[src/verilog/csg_pkg.sv]
// Package for the conversion signal generator control block.
package csg_pkg;
    localparam logic [11:0] CSG_OFS_FRAME_CFG = 12'h32C;
    localparam logic [11:0] CSG_OFS_CLK_A_CFG = 12'h320;
    localparam logic [11:0] CSG_OFS_CLK_B_CFG = 12'h324;
    localparam logic [11:0] CSG_OFS_COUNT = 12'h330;
    localparam logic [11:0] CSG_OFS_ENABLES = 12'h33C;
    localparam logic [11:0] CSG_OFS_ROUTING = 12'h340;
    localparam int CSG_CNT_W = 28;
    localparam int CSG_BIT_CLK_A_ON = 0;
    localparam int CSG_BIT_CLK_B_ON = 1;
    localparam int CSG_BIT_FRAME_ON = 8;
    localparam int CSG_BIT_FRAME_SEL = 29;
    localparam int CSG_ROUTE_A_LO = 0;
    localparam int CSG_ROUTE_B_LO = 2;
    localparam int CSG_ROUTE_F_LO = 4;
    localparam logic [1:0] CSG_ROUTE_REAR = 2'h2;
    localparam logic [1:0] CSG_ROUTE_FRONT = 2'h3;
    localparam int CSG_DIO_A = 0;
    localparam int CSG_DIO_B = 2;
    localparam int CSG_DIO_F = 4;
    localparam logic [27:0] CSG_DIV_RESET = 28'hFFFFFFF;
    typedef enum logic [1:0] {CSG_IDLE, CSG_WAIT_EDGE, CSG_RUN, CSG_DONE} csg_fsm_t;
    // Register bus request.
    typedef struct packed {
        logic wr;
        logic rd;
        logic [11:0] addr;
        logic [31:0] wdata;
    } csg_req_t;
    typedef struct packed {
        logic [27:0] div_a;
        logic [27:0] div_b;
        logic [27:0] cnt_a;
        logic [27:0] cnt_b;
        logic tick_a;
        logic tick_b;
        logic lvl_a;
        logic lvl_b;
        logic [27:0] interval;
        logic clock_sel;
        logic [27:0] frame_pulse_count;
        logic [8:0] enables;
        logic [5:0] routing;
        csg_fsm_t fsm;
        logic [27:0] gap;
        logic [27:0] emitted;
        logic pulse;
        logic [31:0] rdata;
    } csg_state_t;
endpackage
[src/verilog/csg_ctrl.sv]
// Conversion clock and frame trigger generators with output routing.
`timescale 1ns/1ps
`default_nettype none
module csg_ctrl
    import csg_pkg::*;
#(
    parameter int DIO_W = 20
) (
    input wire logic ref_clk,
    input wire logic rst,
    input wire logic src_tick_a,
    input wire logic src_tick_b,
    input wire csg_req_t req,
    output logic [31:0] rdata,
    input wire logic [DIO_W-1:0] dio_out_en,
    input wire logic [DIO_W-1:0] dio_out_data,
    output logic rear_conv_clock_a_pin,
    output logic rear_conv_clock_b_pin,
    output logic rear_frame_pulse_pin,
    output logic [DIO_W-1:0] dio_drive,
    output logic [DIO_W-1:0] dio_drive_en,
    output logic conv_clock_a,
    output logic conv_clock_b,
    output logic frame_pulse
);
    // Refuse widths too narrow for the front lines that the generators drive.
    if (DIO_W <= CSG_DIO_F) begin : g_dio_w_bad
        $error("DIO_W too narrow for the generator front lines");
    end

    csg_state_t s;
    csg_state_t next_s;
    logic [1:0] ra;
    logic [1:0] rb;
    logic [1:0] rf;
    logic assoc_rise;

    // Divider step: returns true on the wrap of a source-tick counter.
    function automatic logic div_wrap(input logic [27:0] cnt, input logic [27:0] div);
        div_wrap = (cnt >= div);
    endfunction

    // Clock level: high while the new count sits in the first half of the period.
    function automatic logic clk_high(input logic [27:0] cnt, input logic [27:0] div);
        clk_high = (cnt <= {1'b0, div[27:1]});
    endfunction

    assign assoc_rise = s.clock_sel ? s.tick_b : s.tick_a;

    // Next-state logic for registers, generators and the frame sequencer.
    always_comb begin
        next_s = s;
        next_s.tick_a = 1'b0;
        next_s.tick_b = 1'b0;
        next_s.pulse = 1'b0;
        // Register writes.
        // register writes for all six offsets
        if (req.wr) begin
            unique case (req.addr)
                CSG_OFS_CLK_A_CFG: next_s.div_a = req.wdata[27:0];
                CSG_OFS_CLK_B_CFG: next_s.div_b = req.wdata[27:0];
                CSG_OFS_FRAME_CFG: begin
                    next_s.interval = req.wdata[27:0];
                    next_s.clock_sel = req.wdata[CSG_BIT_FRAME_SEL];
                end
                CSG_OFS_COUNT: next_s.frame_pulse_count = req.wdata[27:0];
                CSG_OFS_ENABLES: next_s.enables = req.wdata[8:0];
                CSG_OFS_ROUTING: next_s.routing = req.wdata[5:0];
                default: ;
            endcase
        end
        // divide source by divider plus one
        // enable bits gate generators
        // A stopped generator parks its count at the divider, so the first tick
        // after enable wraps and the clock starts on a rising edge with its tick.
        if (!s.enables[CSG_BIT_CLK_A_ON]) begin
            next_s.cnt_a = s.div_a;
            next_s.lvl_a = 1'b0;
        end else if (src_tick_a) begin
            if (div_wrap(s.cnt_a, s.div_a)) begin
                next_s.cnt_a = '0;
                next_s.tick_a = 1'b1;
            end else begin
                next_s.cnt_a = s.cnt_a + 28'h1;
            end
            next_s.lvl_a = clk_high(next_s.cnt_a, s.div_a);
        end
        if (!s.enables[CSG_BIT_CLK_B_ON]) begin
            next_s.cnt_b = s.div_b;
            next_s.lvl_b = 1'b0;
        end else if (src_tick_b) begin
            if (div_wrap(s.cnt_b, s.div_b)) begin
                next_s.cnt_b = '0;
                next_s.tick_b = 1'b1;
            end else begin
                next_s.cnt_b = s.cnt_b + 28'h1;
            end
            next_s.lvl_b = clk_high(next_s.cnt_b, s.div_b);
        end
        // frame sequencer started by enable only
        if (!s.enables[CSG_BIT_FRAME_ON]) begin
            next_s.fsm = CSG_IDLE;
        end else begin
            unique case (s.fsm)
                CSG_IDLE: begin
                    next_s.fsm = CSG_WAIT_EDGE;
                    next_s.emitted = '0;
                end
                // first pulse on next associated edge
                CSG_WAIT_EDGE: if (assoc_rise) begin
                    next_s.pulse = 1'b1;
                    next_s.emitted = 28'h1;
                    next_s.gap = '0;
                    next_s.fsm = (s.frame_pulse_count == 28'h1) ? CSG_DONE : CSG_RUN;
                end
                CSG_RUN: if (assoc_rise) begin
                    if (s.gap >= s.interval) begin
                        next_s.gap = '0;
                        next_s.pulse = 1'b1;
                        next_s.emitted = s.emitted + 28'h1;
                        if (s.frame_pulse_count != '0 &&
                            s.emitted + 28'h1 >= s.frame_pulse_count) begin
                            next_s.fsm = CSG_DONE;
                        end
                    end else begin
                        next_s.gap = s.gap + 28'h1;
                    end
                end
                CSG_DONE: next_s.fsm = CSG_DONE;
            endcase
        end
        // Read data, registered.
        next_s.rdata = '0;
        if (req.rd) begin
            unique case (req.addr)
                CSG_OFS_CLK_A_CFG: next_s.rdata = {4'h0, s.div_a};
                CSG_OFS_CLK_B_CFG: next_s.rdata = {4'h0, s.div_b};
                CSG_OFS_FRAME_CFG: next_s.rdata = {2'h0, s.clock_sel, 1'b0, s.interval};
                CSG_OFS_COUNT: next_s.rdata = {4'h0, s.frame_pulse_count};
                CSG_OFS_ENABLES: next_s.rdata = {23'h0, s.enables};
                CSG_OFS_ROUTING: next_s.rdata = {26'h0, s.routing};
                default: next_s.rdata = '0;
            endcase
        end
        next_s.enables[7:2] = '0;
    end

    // State register with synchronous reset.
    always_ff @(posedge ref_clk) begin
        if (rst) begin
            s <= '0;
            s.div_a <= CSG_DIV_RESET;
            s.div_b <= CSG_DIV_RESET;
            s.interval <= CSG_DIV_RESET;
            s.fsm <= CSG_IDLE;
        end else begin
            s <= next_s;
        end
    end

    assign ra = s.routing[CSG_ROUTE_A_LO +: 2];
    assign rb = s.routing[CSG_ROUTE_B_LO +: 2];
    assign rf = s.routing[CSG_ROUTE_F_LO +: 2];
    assign rdata = s.rdata;
    assign conv_clock_a = s.lvl_a;
    assign conv_clock_b = s.lvl_b;
    assign frame_pulse = s.pulse;

    // clock two route to rear pin
    // clock one route to rear pin
    assign rear_conv_clock_a_pin = (ra == CSG_ROUTE_REAR) & s.lvl_a;
    assign rear_conv_clock_b_pin = (rb == CSG_ROUTE_REAR) & s.lvl_b;
    assign rear_frame_pulse_pin = (rf == CSG_ROUTE_REAR) & s.pulse;

    // front line needs route and clear DIO enable
    always_comb begin
        dio_drive = dio_out_data & dio_out_en;
        dio_drive_en = dio_out_en;
        if (!dio_out_en[CSG_DIO_A] && ra == CSG_ROUTE_FRONT) begin
            dio_drive[CSG_DIO_A] = s.lvl_a;
            dio_drive_en[CSG_DIO_A] = 1'b1;
        end
        if (!dio_out_en[CSG_DIO_B] && rb == CSG_ROUTE_FRONT) begin
            dio_drive[CSG_DIO_B] = s.lvl_b;
            dio_drive_en[CSG_DIO_B] = 1'b1;
        end
        if (!dio_out_en[CSG_DIO_F] && rf == CSG_ROUTE_FRONT) begin
            dio_drive[CSG_DIO_F] = s.pulse;
            dio_drive_en[CSG_DIO_F] = 1'b1;
        end
    end

    // Assertions.
    rst_count_a: assert property (@(posedge ref_clk) rst |=> s.frame_pulse_count == '0)
        else $error("count not zero after reset");
    no_start_a: assert property (@(posedge ref_clk) disable iff (rst)
        !s.enables[CSG_BIT_FRAME_ON] |=> !frame_pulse)
        else $error("frame pulse while disabled");
    edge_start_a: assert property (@(posedge ref_clk) disable iff (rst)
        $rose(frame_pulse) |-> $past(assoc_rise))
        else $error("pulse not on associated edge");
    done_quiet_a: assert property (@(posedge ref_clk) disable iff (rst)
        s.fsm == CSG_DONE |=> !frame_pulse)
        else $error("pulse after burst done");
    clk_off_a: assert property (@(posedge ref_clk) disable iff (rst)
        !s.enables[CSG_BIT_CLK_A_ON] |=> !conv_clock_a)
        else $error("clock one runs while off");
    dio_wins_a: assert property (@(posedge ref_clk) disable iff (rst)
        dio_out_en[CSG_DIO_F] |-> dio_drive[CSG_DIO_F] == dio_out_data[CSG_DIO_F])
        else $error("DIO data not dominant");
    front_gen_a: assert property (@(posedge ref_clk) disable iff (rst)
        (ra == CSG_ROUTE_FRONT && !dio_out_en[CSG_DIO_A]) |-> dio_drive_en[CSG_DIO_A]
        && dio_drive[CSG_DIO_A] == conv_clock_a)
        else $error("clock one not on front line");
    rear_off_a: assert property (@(posedge ref_clk) disable iff (rst)
        rf[1] == 1'b0 |-> !rear_frame_pulse_pin && !(rb[1] == 1'b0 && rear_conv_clock_b_pin))
        else $error("rear driver active while off");
endmodule
`default_nettype wire

[config.mk]
export PLATFORM = sky130hd
export DESIGN_NAME = csg_ctrl
export DESIGN_NICKNAME = d
export VERILOG_FILES = /design/src/verilog/csg_pkg.sv /design/src/verilog/csg_ctrl.sv
export SDC_FILE = /design/constraint.sdc
export NUM_CORES = 1
export LEC_CHECK = 0
export BUFFER_PORTS_ARGS = -buffer_cell sky130_fd_sc_hd__buf_4
export CAP_MARGIN = 20
export CORE_UTILIZATION = 45
export CTS_BUF_LIST = sky130_fd_sc_hd__clkbuf_2
export CTS_CLUSTER_DIAMETER = 150
export CTS_CLUSTER_SIZE = 14
export DETAILED_ROUTE_END_ITERATION = 8
export RECOVER_POWER = 100
export SETUP_SLACK_MARGIN = 0.2
export SLEW_MARGIN = 20
export SYNTH_ARGS = -nofsm -noshare
export SYNTH_HDL_FRONTEND = slang
export SYNTH_SLANG_ARGS = --single-unit
[constraint.sdc]
create_clock -name ref_clk -period 9.9 [get_ports ref_clk]
set_input_delay 0.99 -clock ref_clk [delete_from_list [all_inputs] [get_ports ref_clk]]
set_output_delay 0.99 -clock ref_clk [all_outputs]
set_load 0.01 [all_outputs]
Yosys cells after proc, flatten, opt, wreduce, memory -nomap -nowiden
Cells that the tools add are included.
{ "totals": {"register_bits": 279, "latch_bits": 0, "mem_count": 0, "inputBits": 90, "word_cells": 118, "ramBits": 0, "rom_bits": 0, "out_inout_bits": 78} }
{ "op_classes": {"n_shift": 0, "n_reduce_logical": 26, "div": 0, "muxes": 31, "eq_ne": 22, "n_addsub": 4, "bitwise": 10, "n_mul": 0, "magnitude_cmp": 6} }
{ "op_table": {"columns": ["cell", "n"], "rows": [
  ["two-way mux 28 bit", 11],
  ["one-hot mux 30 bit (6 select lines)", 1],
  ["two-way mux 59 bit", 2],
  ["adder 28 x 1 -> 28 bit, second input constant", 4],
  [">= comparator 28 bit", 4],
  ["one-hot mux 28 bit (3 select lines)", 1],
  ["== test 12 x 10 -> 1 bit, second input constant", 6],
  ["<= comparator 28 x 27 -> 1 bit", 2],
  ["one-hot mux 28 bit (2 select lines)", 1],
  ["two-way mux 29 bit", 1],
  ["== test 28 x 1 -> 1 bit, second input constant", 1],
  ["nonzero test 28 bit", 1],
  ["AND 20 bit", 1],
  ["== test 2 bit, second input constant", 8],
  ["!= test 2 bit, second input constant", 6],
  ["AND reduction 2 bit", 6],
  ["two-way mux 1 bit", 10],
  ["one-hot mux 2 bit (4 select lines)", 1],
  ["AND reduction 4 bit", 2],
  ["OR reduction 2 bit", 4],
  ["NOT 1 bit", 6],
  ["OR reduction 3 bit", 2],
  ["AND reduction 5 bit", 1],
  ["logical AND 1 bit", 4],
  ["other kinds (8)", 13]
]} }

Longest topological paths before layout
{ "logic_depth": {"depth_word": 7, "mapped_depth": 19, "depth_no_buf": 17} }

Worst setup path after synthesis
No wires, ideal clock.
{ "synth_timing": {"kind": "register to register", "startpoint": "register s[167] (netlist name)", "endpoint": "register s (netlist bit conv_clock_b)", "setup_time_ns": 0.060, "arrival_time_ns": 3.658, "path_buffers": 3, "period_less_slack_ns": 3.718, "slack_ns": 6.182, "path_stages_with_launch": 20, "required_time_ns": 9.840, "cell_sequence": "dfxtp_1 inv_1 ha_1 nand2b_4 a2111oi_4 nor4_1 o31a_1 buf_6 or2_1 clkbuf_1 clkbuf_1 nor2_1 ha_1 a21o_1 a21oi_1 o21ai_0 a2111oi_0 nor2b_1 o21ai_0 a32o_1"} }
{ "synth_between": {"elab_chain_cells": 5, "elab_cells_between_ends": 6, "cone_classes": "add/sub: 1; order compare: 2; mux: 3"} }
{ "synth_lines": {"columns": ["element", "line", "rtl"], "rows": [
  ["start: declaration", "csg_ctrl.sv:31", "csg_state_t s;"],
  ["start signal: assignment", "csg_ctrl.sv:157", "s <= next_s;"],
  ["adder 28 x 1 -> 28 bit / >= comparator 28 bit (equally long branches)", "csg_ctrl.sv:96, csg_ctrl.sv:40", null],
  ["two-way mux 28 bit *", "csg_ctrl.sv:92", "if (div_wrap(s.cnt_b, s.div_b)) begin"],
  ["two-way mux 28 bit *", "csg_ctrl.sv:91", "end else if (src_tick_b) begin"],
  ["two-way mux 28 bit *", "csg_ctrl.sv:88", "if (!s.enables[CSG_BIT_CLK_B_ON]) begin"],
  ["<= comparator 28 x 27 -> 1 bit *", "csg_ctrl.sv:45", "clk_high = (cnt <= {1'b0, div[27:1]});"]
]} }
Every way passes the cells marked *; elsewhere a longest branch is shown, timed or not. The select of a mux whose other input is x is not followed.
A chain may end at the register's enable or synchronous reset.

Worst setup path after layout
{ "layout_timing": {"startpoint": "input req[34] (netlist name)", "endpoint": "register s[136] (netlist name)"} }
{ "layout_between": {"elab_chain_cells": 2} }
{ "layout_lines": {"columns": ["element", "line", "rtl"], "rows": [
  ["start: declaration", "csg_ctrl.sv:13", "input wire csg_req_t req,"],
  ["== test 12 x 10 -> 1 bit", "csg_ctrl.sv:59", "unique case (req.addr)"],
  ["AND reduction 2 bit (no line)", null, null]
]} }
No other way between the ends.

==> results by group <==
CTS
  – Worst-Skew Late Latency: 1020 ps
  – CTS H-tree lvls: 1
  – Clk pin slew, worst setup/hold paths: ~310 ps
  – Clock sink count: between 200 and 300
  – Hold_buf cts: 0
  – CTS tree: built
  – Root Buffer: clkbuf_2
  – Post_cts resized: 0
  – Buffer count from post-CTS setup fixing: 0
  – Clk buf depth: 3
  – Number of buffers created by CTS: 23

Synthesis
  – Post-Syn Area per Cell: approximately 8 sq um
  – XOR/XNOR Fraction of Synth Area: 3.87%
  – Synth Area in Adders: about 12%
  – Most frequent cell after synthesis: nand2_1
  – Mapped Area: 17700 sq um
  – Post-synth EDFFs: 0
  – Ys async rst share: 0%
  – Synth warnings: 0
  – Post-synth top area share: between 30% and 40%
  – Mux contribution to synthesized area: ~2.5%
  – Unique masters post-synth: 81
  – Register area share after synthesis: 30.6%
  – Post-synth top cells: nand2_1 (297), dfxtp_1 (270), ha_1 (174), nor2_1 (148)
  – Top cells by area, synth: dfxtp_1 (31%), ha_1 (12%), nand2_1 (6.3%)
  – Synthesized flop and latch total: between 200 and 300
  – Synth Instances: 2212
  – Main synth FF type: dfxtp_1
  – Largest area contributor in the netlist: dfxtp_1
  – Main combinational cell family by area after synthesis: simple AND/OR/NAND/NOR gates
  – Simple-gate share of the synthesized area: 22.5%
  – Compound-Gate Fraction of Synth Area: between 20% and 30%

Timing
  – Setup TNS: 0 ps
  – Crit share post-route: 55.1%
  – Final min period: 5450 ps
  – Count of pins over their slew limit: roughly 250
  – Slew headroom: -107%
  – Max Clock Skew: about 110 ps
  – Fin. Hold Viols: 0
  – RSZ-0062 raised after global routing: false
  – Setup violators final: 0
  – Fmax: about 180 MHz
  – Worst slew pin tran: about 3100 ps

Critical path
  – Critical Path Source Type: input port
  – Critical path required time: approximately 11000 ps
  – Crit path cell chain: clkbuf_1 -> nand2_1 -> nor3_1 -> clkbuf_1 -> and2_0 -> nand2_1 -> o211ai_1
  – Crit-path max cell delay: around 2400 ps
  – Setup crit end kind: flip-flop
  – R2r startpoint: s[233]$_SDFFE_PP1P_
  – Worst setup path category: input port to flip-flop
  – Crit path max fanout: between 50 and 60
  – Crit-path slowest cell: and2_0
  – Critical path startpoint: req[34]
  – CP arrival: roughly 6300 ps

Floorplanning
  – Area of the die: between 40000 and 50000 sq um
  – Starting Density: between 40% and 50%
  – Core ar.: 38600 sq um
  – Ports: approximately 170
  – Site Rows: 72
  – Chip width: ~200 um
  – Die Y: 200 um

Power
  – PD cells: 93.7 nW/um^2
  – Leak: between 8 and 9 nW
  – Pwr Total: about 1.7 mW
  – Peak supply drop: between 0.05 and 0.06 mV

Placement
  – Dpl hpwl: around 42000 um
  – Placed instance count: ~2700
  – # port buffers: about 160
  – Placer Congestion: a little over 0.9

Hold path
  – Hold_sp: req[19]
  – Worst min-delay path class: input port to flip-flop

Global route
  – First-pass GRT wire length: 88600 um
  – Grt ovf: 0
  – Initial antenna violation count: 2
  – Global Route Usage Sum: around 28%
  – Largest net degree at the start of global routing: 72
  – Vias in the first global route: roughly 15000

Drt
  – Vias/cell: 5.96
  – Drt wl/cell: roughly 21 um
  – DRC viols: 0
  – Total number of vias: roughly 17000
  – TritonRoute pass-1 iters: 8
  – Antenna Violating Nets Remaining: 0
  – DR iter-0 viols: 1448
  – Routed WL: between 50000 and 60000 um

Status
  – Status: finished, violations left
  – Violated checks: capacitance limit, slew limit

Final layout
  – Fillers: around 3900
  – Share of cells above drive strength 1: ~6.1%
  – Area growth from synthesis to layout: 5.55%
  – Non-filler instance count after layout: between 2000 and 3000
  – NumNets Final: between 2000 and 3000

Run
  – Max-cap violations: 8
where the power goes:
group          leakage (nW)  internal [mW]  switching (mW)
clock                 0.102         0.0635           0.385
combinational          5.80         0.0709           0.101
sequential             2.20           1.10          0.0222
layer usage:
layer | track usage, % | wire length, um | vias to the layer above
li1 | - | - | 8006
met1 | 38.6 | 26000 | 7883
met2 | 45.0 | 26200 | 540
met3 | 2.80 | 3530 | 95
met4 | 8.96 | 1770 | 2
met5 | 0 | 17 | -
registers in the layout, indices dropped and copies added, names as in the netlist:
register / flops
rb: 2
conv_clock_a: 1
conv_clock_b: 1
s: 232
rf: 2
frame_pulse: 1
rdata: 29
ra: 2
worst max-delay path: cells and delay by family:
family / cells / cell delay, ps
simple gates: 4 / 2920
buf+inv: 2 / 2150
compound gates: 1 / 200
stage by stage:
stage	instance area, sq um	worst slack, ps	hold WS [ps]	utilization (%)
global placement	18900	5300	456	48.9
CTS	19000	5290	135	49.2
detailed placement	18900	5280	464	48.9
global route	18600	4030	154	48.2
finish	18600	4450	201	48.2
floorplan	17700	6180	428	-
layout by cell type, fill, tap and decap left out, drive strengths merged, types with 10 or more instances in the layout:
cell / instances
mux2i: 40
nand2: 297
o21ai: 93
and4: 16
a21oi: 145
a21o: 21
xor2: 30
a211oi: 23
nor2b: 11
buf: 93
and3: 37
a311oi: 23
ha: 174
nor3b: 10
a221o: 11
a221oi: 12
a31oi: 11
nor4: 29
a22o: 18
o211ai: 62
dfxtp: 270
a222oi: 20
clkbuf: 111
nand4: 54
nor3: 39
nor2: 148
nand3: 79
a22oi: 19
and2: 38
xnor2: 48
or3: 15
inv: 148
kinds of logic after synthesis:
group	Yosys count
simple gates	811
compound gates	523
buf+inv	312
flops	270
fa+ha+maj	174
xor+xnor	78
mux	43
other cells	1
final timing paths:
path	endpoint	slack, ps	depth (start not counted)
worst max register to register	conv_clock_b$_SDFFE_PP0P_	4830	16
worst min-delay path	s[270]$_SDFFE_PP1P_	200	3
worst max-delay path	s[136]$_SDFFE_PP1P_	4450	7
worst min register to register	s[173]$_SDFFE_PP0P_	470	2
area by class of cell:
class / instances / area (sq um) / share of cell area, %
Multi-Input combinational cell: 1632 / 10900 / 58.3
Sequential cell: 270 / 5410 / 29.0
Timing Repair Buffer: 181 / 1030 / 5.54
Tap cell: 518 / 648 / 3.48
Inverter: 148 / 556 / 2.98
Clock buffer: 23 / 115 / 0.618
Clock inverter: 1 / 11.3 / 0.0604
Antenna cell: 1 / 2.50 / 0.0134
No activity file was read; power rests on OpenSTA's default activity.
